**src/core/ifpl_regs.svh**
```systemverilog
/*
 * register offsets, field positions and reset values of the force-pending bank.
 * assumes inclusion by bare name from the package and the modules.
 */
`ifndef IFPL_REGS_SVH
`define IFPL_REGS_SVH

// ----------------------------------------------------------------------
// register offsets (byte addresses)
// ----------------------------------------------------------------------
`define IFPL_OFF_FORCE_PEND 8'h00
`define IFPL_OFF_CLEAR_PEND 8'h04
`define IFPL_OFF_ENABLE_SET 8'h08
`define IFPL_OFF_ENABLE_CLR 8'h0c
`define IFPL_OFF_EVT_STATUS 8'h10
`define IFPL_OFF_EVT_MASK 8'h14
`define IFPL_OFF_SRC_LEVEL 8'h18

// ----------------------------------------------------------------------
// field layout and reset values
// ----------------------------------------------------------------------
`define IFPL_IMPL_MASK 32'hffff8fff
`define IFPL_EVT_PEND_BIT 0
`define IFPL_EVT_DROP_BIT 1
`define IFPL_EVT_WIDTH 2
`define IFPL_PEND_RST 32'h00000000
`define IFPL_EN_RST 32'h00000000
`define IFPL_MASK_RST 2'h0

`endif

```
**src/core/ifpl_pkg.sv**
```systemverilog
/*
 * types shared by the force-pending bank modules.
 * assumes ifpl_regs.svh on the include path.
 */
`include "ifpl_regs.svh"

package ifpl_pkg;
    // ------------------------------------------------------------------
    // types
    // ------------------------------------------------------------------
    typedef logic [31:0] ifpl_word_type;
    typedef logic [7:0] ifpl_addr_type;
    typedef logic [`IFPL_EVT_WIDTH-1:0] ifpl_evt_type;
endpackage : ifpl_pkg

```
**src/core/ifpl_pend_if.sv**
```systemverilog
/*
 * carrier between register decode and the pending-state array.
 * assumes one clock domain.
 */
interface ifpl_pend_if;
    import ifpl_pkg::*;
    ifpl_word_type set_req; // one-cycle force-pending write data
    ifpl_word_type clr_req; // one-cycle clear-pending write data
    ifpl_word_type enabled; // live enable state
    ifpl_word_type pend; // live pending state
    ifpl_word_type newly; // bits a force write pends at this edge
    ifpl_word_type refused; // ones written but not taken

    modport ctl (output set_req, output clr_req, output enabled,
                 input pend, input newly, input refused);
    modport arr (input set_req, input clr_req, input enabled,
                 output pend, output newly, output refused);
endinterface : ifpl_pend_if

```
**src/core/ifpl_sync.sv**
```systemverilog
/*
 * two-flop synchroniser for the external interrupt source levels.
 * assumes sources are asynchronous to clk_in.
 */
`include "ifpl_regs.svh"

module ifpl_sync
    import ifpl_pkg::*;
#(
    parameter int WIDTH = 32
) (
    input wire logic clk_in, // system clock
    input wire logic rst_b_in, // async reset, active low
    input wire logic ce_in, // clock enable
    input wire logic [WIDTH-1:0] async_in, // raw levels
    output logic [WIDTH-1:0] sync_out // synchronised levels
);
    logic [WIDTH-1:0] meta_ff;
    logic [WIDTH-1:0] sync_ff;

    // ------------------------------------------------------------------
    // two flops; first flop read only by the second
    // ------------------------------------------------------------------
    always_ff @(posedge clk_in or negedge rst_b_in) begin
        if (!rst_b_in) begin
            meta_ff <= '0;
            sync_ff <= '0;
        end else if (ce_in) begin
            meta_ff <= async_in;
            sync_ff <= meta_ff;
        end
    end

    assign sync_out = sync_ff;
endmodule : ifpl_sync

```
**src/core/ifpl_pend_array.sv**
```systemverilog
/*
 * per-interrupt pending flops with force and clear.
 * assumes set/clear requests are single-cycle and masked to implemented bits.
 */
`include "ifpl_regs.svh"

module ifpl_pend_array
    import ifpl_pkg::*;
(
    input wire logic clk_in, // system clock
    input wire logic rst_b_in, // async reset, active low
    input wire logic ce_in, // clock enable
    input wire logic [31:0] src_in, // synchronised source levels
    ifpl_pend_if.arr pif // request and state carrier
);
    localparam logic [31:0] IMPL = `IFPL_IMPL_MASK;
    logic [31:0] pend_ff;

    // ------------------------------------------------------------------
    // one pending flop per implemented line
    // ------------------------------------------------------------------
    for (genvar i = 0; i < 32; i++) begin : g_bit
        if (IMPL[i]) begin : g_impl
            logic take;
            // force only when idle and enabled
            assign take = pif.set_req[i] && !pend_ff[i] && pif.enabled[i]; // see [RULE3]
            always_ff @(posedge clk_in or negedge rst_b_in) begin
                if (!rst_b_in) begin
                    pend_ff[i] <= 1'b0;
                end else if (ce_in) begin
                    if (take || (src_in[i] && pif.enabled[i])) begin
                        pend_ff[i] <= 1'b1; // see [RULE2]
                    end else if (pif.clr_req[i]) begin
                        pend_ff[i] <= 1'b0; // see [RULE6]
                    end
                end
            end
            assign pif.newly[i] = take;
            assign pif.refused[i] = pif.set_req[i] && !take;
        end else begin : g_rsvd
            // reserved slot holds nothing
            assign pend_ff[i] = 1'b0; // see [RULE8]
            assign pif.newly[i] = 1'b0;
            assign pif.refused[i] = 1'b0;
        end
    end

    assign pif.pend = pend_ff; // see [RULE5]
endmodule : ifpl_pend_array

```
**src/core/ifpl_bank.sv**
```systemverilog
/*
 * force-pending register bank for interrupt lines 31..15 and 11..0,
 * with enable set/clear, clear-pending, event status, mask and irq out.
 * assumes a single-cycle strobe register port on clk_in.
 */
// Strobed register access and the register offsets were left to the implementer.
// Operation
// [RULE1] bit n of the force-pending word serves interrupt n; 31..15 and 11..0
// [RULE2] writing one to an implemented force bit pends that interrupt
// [RULE3] writing one is ignored if already pending or the line is disabled
// [RULE4] writing zero to a force bit changes nothing
// [RULE5] reading the force word returns live pending state
// [RULE6] writing one to the clear-pending bit clears the pending state; here an enabled line whose source level is high stays pending
// [RULE7] writing one to enable-clear disables the line; zero leaves it
// [RULE8] bits 14..12 reserved: software writes zero, device holds and ignores
`include "ifpl_regs.svh"

module ifpl_bank
    import ifpl_pkg::*;
(
    input wire logic clk_in, // system clock, 100 MHz
    input wire logic rst_b_in, // async reset, active low
    input wire logic ce_in, // clock enable, freezes state when low
    input wire logic [7:0] addr_in, // register byte address
    input wire logic [31:0] wdata_in, // write data
    input wire logic wr_in, // write strobe
    input wire logic rd_in, // read strobe
    input wire logic [31:0] irq_src_in, // asynchronous source levels
    output logic [31:0] rdata_out, // read data, cycle after strobe
    output logic [31:0] pend_out, // live pending state
    output logic irq_out // level, high on unmasked event
);
    localparam ifpl_word_type IMPL = `IFPL_IMPL_MASK;

    ifpl_pend_if pif ();
    ifpl_word_type src_sync;
    ifpl_word_type en_ff;
    ifpl_word_type rdata_ff;
    ifpl_evt_type evt_ff;
    ifpl_evt_type mask_ff;
    ifpl_word_type nxt_rdata;
    logic wr_force;
    logic wr_clrp;
    logic wr_ens;
    logic wr_enc;
    logic wr_stat;
    logic wr_mask;

    // ------------------------------------------------------------------
    // submodules
    // ------------------------------------------------------------------
    ifpl_sync #(.WIDTH(32)) u_sync (
        .clk_in(clk_in),
        .rst_b_in(rst_b_in),
        .ce_in(ce_in),
        .async_in(irq_src_in),
        .sync_out(src_sync)
    );

    ifpl_pend_array u_arr (
        .clk_in(clk_in),
        .rst_b_in(rst_b_in),
        .ce_in(ce_in),
        .src_in(src_sync & IMPL),
        .pif(pif)
    );

    // ------------------------------------------------------------------
    // write decode
    // ------------------------------------------------------------------
    assign wr_force = wr_in && (addr_in == `IFPL_OFF_FORCE_PEND);
    assign wr_clrp = wr_in && (addr_in == `IFPL_OFF_CLEAR_PEND);
    assign wr_ens = wr_in && (addr_in == `IFPL_OFF_ENABLE_SET);
    assign wr_enc = wr_in && (addr_in == `IFPL_OFF_ENABLE_CLR);
    assign wr_stat = wr_in && (addr_in == `IFPL_OFF_EVT_STATUS);
    assign wr_mask = wr_in && (addr_in == `IFPL_OFF_EVT_MASK);

    // zeros and reserved bits carry no request
    assign pif.set_req = (wr_force && ce_in) ? (wdata_in & IMPL) : '0; // see [RULE1] [RULE4] [RULE8]
    assign pif.clr_req = (wr_clrp && ce_in) ? (wdata_in & IMPL) : '0; // see [RULE6]
    assign pif.enabled = en_ff;

    // ------------------------------------------------------------------
    // enable state
    // ------------------------------------------------------------------
    always_ff @(posedge clk_in or negedge rst_b_in) begin
        if (!rst_b_in) begin
            en_ff <= `IFPL_EN_RST;
        end else if (ce_in) begin
            if (wr_ens) begin
                en_ff <= en_ff | (wdata_in & IMPL);
            end else if (wr_enc) begin
                en_ff <= en_ff & ~(wdata_in & IMPL); // see [RULE7]
            end
        end
    end

    // ------------------------------------------------------------------
    // event status: set wins over write-one clear
    // ------------------------------------------------------------------
    always_ff @(posedge clk_in or negedge rst_b_in) begin
        if (!rst_b_in) begin
            evt_ff <= '0;
        end else if (ce_in) begin
            evt_ff[`IFPL_EVT_PEND_BIT] <= (|pif.newly) ||
                (evt_ff[`IFPL_EVT_PEND_BIT] && !(wr_stat && wdata_in[`IFPL_EVT_PEND_BIT]));
            evt_ff[`IFPL_EVT_DROP_BIT] <= (|pif.refused) ||
                (evt_ff[`IFPL_EVT_DROP_BIT] && !(wr_stat && wdata_in[`IFPL_EVT_DROP_BIT]));
        end
    end

    // mask register
    always_ff @(posedge clk_in or negedge rst_b_in) begin
        if (!rst_b_in) begin
            mask_ff <= `IFPL_MASK_RST;
        end else if (ce_in && wr_mask) begin
            mask_ff <= wdata_in[`IFPL_EVT_WIDTH-1:0];
        end
    end

    assign irq_out = |(evt_ff & mask_ff);

    // ------------------------------------------------------------------
    // read decode
    // ------------------------------------------------------------------
    always_comb begin
        nxt_rdata = '0;
        if (addr_in == `IFPL_OFF_FORCE_PEND) begin
            nxt_rdata = pif.pend; // see [RULE5]
        end else if (addr_in == `IFPL_OFF_CLEAR_PEND) begin
            nxt_rdata = pif.pend;
        end else if (addr_in == `IFPL_OFF_ENABLE_SET) begin
            nxt_rdata = en_ff;
        end else if (addr_in == `IFPL_OFF_ENABLE_CLR) begin
            nxt_rdata = en_ff;
        end else if (addr_in == `IFPL_OFF_EVT_STATUS) begin
            nxt_rdata = {30'h0, evt_ff};
        end else if (addr_in == `IFPL_OFF_EVT_MASK) begin
            nxt_rdata = {30'h0, mask_ff};
        end else if (addr_in == `IFPL_OFF_SRC_LEVEL) begin
            nxt_rdata = src_sync & IMPL;
        end
    end

    // read data register, zero outside a read
    always_ff @(posedge clk_in or negedge rst_b_in) begin
        if (!rst_b_in) begin
            rdata_ff <= '0;
        end else if (ce_in) begin
            rdata_ff <= rd_in ? nxt_rdata : '0;
        end
    end

    assign rdata_out = rdata_ff;
    assign pend_out = pif.pend;

    // ------------------------------------------------------------------
    // assertions
    // ------------------------------------------------------------------
    rsvd_never_pend_a: assert property (@(posedge clk_in) disable iff (!rst_b_in) // see [RULE8]
        (pend_out[14:12] == 3'h0))
        else $error("reserved pending bit set");

    force_pends_a: assert property (@(posedge clk_in) disable iff (!rst_b_in) // see [RULE2]
        (ce_in && wr_force && (wdata_in[0] & en_ff[0]) && !wr_clrp) |=> pend_out[0])
        else $error("force write did not pend line 0");

    disabled_ignored_a: assert property (@(posedge clk_in) disable iff (!rst_b_in) // see [RULE3]
        (ce_in && wr_force && !en_ff[20] && !pend_out[20] && !src_sync[20])
        |=> !pend_out[20])
        else $error("disabled line was pended");

    zero_write_nop_a: assert property (@(posedge clk_in) disable iff (!rst_b_in) // see [RULE4]
        (ce_in && wr_force && !wdata_in[5] && !src_sync[5]) |=> (pend_out[5] == $past(pend_out[5])))
        else $error("zero write changed pending");

    read_live_a: assert property (@(posedge clk_in) disable iff (!rst_b_in) // see [RULE5]
        (ce_in && rd_in && addr_in == `IFPL_OFF_FORCE_PEND) |=> (rdata_out == $past(pend_out)))
        else $error("read did not return pending state");

    clear_pend_a: assert property (@(posedge clk_in) disable iff (!rst_b_in) // see [RULE6]
        (ce_in && wr_clrp && wdata_in[31] && !wr_force && !src_sync[31]) |=> !pend_out[31])
        else $error("clear-pending write ignored");

    enable_clear_a: assert property (@(posedge clk_in) disable iff (!rst_b_in) // see [RULE7]
        (ce_in && wr_enc && wdata_in[3]) |=> !en_ff[3])
        else $error("enable clear ignored");

    bit_map_a: assert property (@(posedge clk_in) disable iff (!rst_b_in) // see [RULE1]
        (ce_in && wr_force && wdata_in == 32'h00008000 && en_ff[15] && !pend_out[15] && !wr_clrp)
        |=> (pend_out[15] && evt_ff[`IFPL_EVT_PEND_BIT]))
        else $error("bit 15 not mapped to line 15");

    rsvd_write_quiet_a: assert property (@(posedge clk_in) disable iff (!rst_b_in) // see [RULE8]
        (ce_in && wr_force && ((wdata_in & IMPL) == '0) && (evt_ff == '0)) |=> (evt_ff == '0))
        else $error("reserved-only write raised an event");
endmodule : ifpl_bank

```
**config.mk**
```make
export PLATFORM = sky130hd
export DESIGN_NAME = ifpl_bank
export DESIGN_NICKNAME = d
export VERILOG_FILES = /design/src/core/ifpl_pkg.sv /design/src/core/ifpl_pend_if.sv /design/src/core/ifpl_sync.sv /design/src/core/ifpl_pend_array.sv /design/src/core/ifpl_bank.sv
export VERILOG_INCLUDE_DIRS = /design/src /design/src/core
export SDC_FILE = /design/constraint.sdc
export NUM_CORES = 1
export LEC_CHECK = 0
export BUFFER_PORTS_ARGS = -buffer_cell sky130_fd_sc_hd__buf_2
export CAP_MARGIN = 20
export CORE_UTILIZATION = 50
export DETAILED_ROUTE_END_ITERATION = 7
export MAX_ROUTING_LAYER = met4
export PLACE_DENSITY_LB_ADDON = 0.25
export SKIP_CTS_REPAIR_TIMING = 1
export SYNTH_ARGS = -nofsm -noshare
export SYNTH_HDL_FRONTEND = slang
export SYNTH_HIERARCHICAL = 1
export SYNTH_SLANG_ARGS = --single-unit
```
**constraint.sdc**
```tcl
create_clock -name clk_in -period 1.61 [get_ports clk_in]
set_clock_uncertainty 0.2 [all_clocks]
set_input_delay 0 -clock clk_in [delete_from_list [all_inputs] [get_ports clk_in]]
set_output_delay 0 -clock clk_in [all_outputs]
set_load 0.05 [all_outputs]
```
Word level (Yosys, flattened, before mapping) --
Index checks and enable logic that the tools add are counted.
Operators by class: eq/ne operators 6, mux-type cells 70, bitwise operators 4, reductions and logical operators 284
Operator list (count):
- 32-bit 2-to-1 mux | 12
- 1-bit logical AND | 129
- 1-bit zero test | 60
- 2-bit AND reduction | 30
- 2-bit nonzero test | 30
- 1-bit 2-to-1 mux | 58
- 29-bit OR reduction | 2
- 32-bit bitwise AND | 1
- 32-bit NOT | 1
- 32-bit bitwise OR | 1
- 1-bit logical OR | 31
- 8-bit by 5-bit equality test with 1-bit output (second input constant) | 3
- 8-bit by 4-bit equality test with 1-bit output (second input constant) | 2
- 8-bit by 3-bit equality test with 1-bit output (second input constant) | 1
- 8-bit zero test | 1
- 2-bit bitwise AND | 1
- 2-bit OR reduction | 1
Storage, ports and cells: bits in registers 161, bits of input ports 77, output and inout port bits 65, logic and storage cells 399

Longest topological paths before layout --
depth after elaboration 10, mapped depth 12, depth with buffers taken out 8

By module --
Netlist, hierarchy kept.
By module, submodules not included:
- ifpl_bank | times used 1, cells each 397, area each 3733.6 µm², seq. area each 1626.6 µm²
- ifpl_sync | times used 1, cells each 135, area each 2678.8 µm², seq. area each 1601.5 µm²
- ifpl_pend_array | times used 1, cells each 306, area each 2177.1 µm², seq. area each 725.7 µm²

Worst setup path before layout --
Ideal clock, no wire load.
kind input to register, from input ce_in, to register evt_ff[0], library setup time 0.123 ns, arrival time 1.756 ns, required time 1.287 ns, path slack -0.469 ns, stages 12, buffers on the path 4, path through buf_2 and2_1 and3_1 buf_2 clkbuf_2 and2_1 and3_1 buf_4 nor4_1 nand4_1 o21ai_0 nand2_1
On the way: cells in the longest elaborated chain, start to end 6, elaborated cells between the ends (all ways) 62, those cells by class mux (1); reduce/logical (61)
Ends and longest elaborated chain:
- from (decl) | line ifpl_bank.sv:23 | input wire logic ce_in,
- 1-bit logical AND | line ifpl_bank.sv:79 | assign pif.set_req = (wr_force && ce_in) ? (wdata_in & IMPL) : '0;
- 32-bit 2-to-1 mux | line ifpl_bank.sv:79
- via pif.set_req[24] | line ifpl_pend_if.sv:7 | ifpl_word_type set_req;
- 1-bit logical AND (2 in a row) | line ifpl_pend_array.sv:26 | assign take = pif.set_req[i] && !pend_ff[i] && pif.enabled[i];
- via u_arr.g_bit[24].g_impl.take | line ifpl_pend_array.sv:24 | logic take;
- 29-bit OR reduction | line ifpl_bank.sv:105 | evt_ff[`IFPL_EVT_PEND_BIT] <= (|pif.newly) ||
- 1-bit logical OR | line ifpl_bank.sv:105
- to (signal, indexed assignment) | line ifpl_bank.sv:105
- to (signal, indexed assignment) | line ifpl_bank.sv:107 | evt_ff[`IFPL_EVT_DROP_BIT] <= (|pif.refused) ||
- to (decl) | line ifpl_bank.sv:39 | ifpl_evt_type evt_ff;
The timed path passes the listed nets, and every way through them passes these cells. A chain may end at the register's enable or synchronous reset.

Final worst setup path --
from input wdata_in[28], to register evt_ff[0]
On the way: cells in the longest elaborated chain, start to end 5
Ends and longest elaborated chain:
- from (decl) | line ifpl_bank.sv:25 | input wire logic [31:0] wdata_in,
- 32-bit 2-to-1 mux | line ifpl_bank.sv:79
- via pif.set_req[28] | line ifpl_pend_if.sv:7
- 1-bit logical AND (2 in a row) | line ifpl_pend_array.sv:26
- via pif.newly[28] | line ifpl_pend_if.sv:11 | ifpl_word_type newly;
- 29-bit OR reduction | line ifpl_bank.sv:105
- 1-bit logical OR | line ifpl_bank.sv:105
The timed path passes the listed nets, and every way through them passes these cells.

==> flow_summary.ini <==
[pwr]
pwr-share-comb_pct = 11.4
p_clk_share_pct = 46.3
power_mw = 10.0
internal_power_mw = 7.72
switching_share_pct = 22.8
irDropWorstVdd_mv = 0.860
p_leak_nw = 6.00
switchingPower_mw = 2.28
p_per_area_mw_per_mm2 = 910
seq_power_share_pct = 42.3

[run_status]
status = finished, violations left
violations = negative hold slack, negative setup slack

[timing]
fin_crit_sh_pct = 105
maxSlewViolCount = 0
tns_ps = -90.3
relSlewSlack_pct = 61.9
hold_violations = 13
max_freq_mhz = 593
layout_setup_ws_ps = -75.7
setup_viol = 2
holdWs_ps = -300
tightest_slew_ps = 571
post-route-min-period_ps = 1690
rsz0062_at_grt = true

[clock_network]
htree_levels = 4
cts_buffers = 17
clk_latency_ps = 420
cts_tree = done
clock-sinks = 152
clkTransAtPathRegs_ps = 60
clockBufferDepth = 2
cts-root-buf = clkbuf_16

[floorplanning]
die_h_um = 131
rows = 46
dieArea_mm2 = 0.0172
start_util_pct = 51.8
ios = 142
coreArea_mm2 = 0.0161
die_x_um = 131

[job]
cap_violations = 0

[placed_design]
dp_hpwl_mm = 14.7
dp_slack_ps = -438
dpl_cell_area_mm2 = 0.00961
port_buffers = 132
place_congestion = 0.872
dp.cells = 1197

[yosys]
ys_warn_count = 6
syn_avg_cell_area_um2 = 10.1
netlist_instances = 825
synth_area_mm2 = 0.00835

[global_route]
grt_max_degree = 88
antenna_found_initial = 0
grt_pass1_vias = 6770
grt_use_total_pct = 27.6
grt_pass1_wl_mm = 35.8
gr-total-overflow = 0

[route]
drtIter0Drc = 681
drc_errors = 0
num_vias = 7073
wl_mm = 23.1
viasPerCell = 5.49
dr.pass1.iters = 7
wl_per_cell_um = 17.9
ant_nets = 0

[setup_path]
cp.arrival_ps = 1790
critPathLaunchType = primary input
required_ps = 1710
critical_path_class = primary input to register
reg2reg_slack_ps = -70
path_max_fanout = 3
end_kind = register

[final_layout]
design_area_mm2 = 0.0110
multi_input_area_mm2 = 0.00384
area_growth_pct = 31.6
seqCellArea_mm2 = 0.00380
diodes = 0
post_route_cells_drive_above_1_share_pct = 32.2
final_common_cell = dfrtp_1
fin_nets = 1140
fill_cells = 1261
layout.cells.non_filler = 1289
final_cell_mix = dfrtp_1 (152), buf_2 (129), nand2_1 (122)

[min_path]
hp-class = primary input to register
## per-layer routing
metal,GRT usage (%),vias to the layer above,routed length (um)
met4,9.67,0,505
met2,41.1,266,10800
met1,36.8,3475,10300
met5,-,-,0
li1,-,3296,-
met3,6.33,36,1520
## stage by stage
step | util (%) | hold WS (ps)
detailed placement | 59.6 | -265
floorplan | - | -496
global route | 68.1 | -306
finish | 68.1 | -300
CTS | 63.8 | -715
global placement | 59.6 | -265
## area by class of cell
type | instances | share of cell area (%)
multi-input combinational | 534 | 35.0
sequential | 152 | 34.6
timing repair buffer | 293 | 19.6
clock buffer | 20 | 4.07
tap | 216 | 2.46
inverter | 65 | 2.22
clock inverter | 9 | 2.03
## power by group through the flow
stage | registers (mW) | clock network [mW] | logic (mW)
5_1_grt | 4.25 | 4.85 | 1.23
2_1_floorplan | 4.25 | 0 | 0.646
3_5_place_dp | 4.28 | 0 | 1.01
6_report | 4.23 | 4.63 | 1.14
4_1_cts | 4.22 | 4.70 | 1.02
3_3_place_gp | 4.28 | 0 | 0.997
## critical path, stage by stage
cell	delay, ps
buf_2	100
dlygate4sd3_1	580
and2_4	170
and3_1	190
nor4_4	350
nand4_1	180
o21ai_1	160
nand2_1	60
## final timing paths
check	startpoint	cells past startpoint	end
worst max-delay path	wdata_in[28]	8	evt_ff[0]
worst min-delay path	wdata_in[0]	3	register
worst max register to register	u_arr/pif.pend[31]	7	evt_ff[0]
worst min register to register	rdata_out[12]	1	rdata_out[12]
max in group asynchronous	rst_b_in	4	u_sync/meta_ff[9]
min in group asynchronous	rst_b_in	3	u_arr/pif.pend[3]
(Power assumes the default switching activity.)
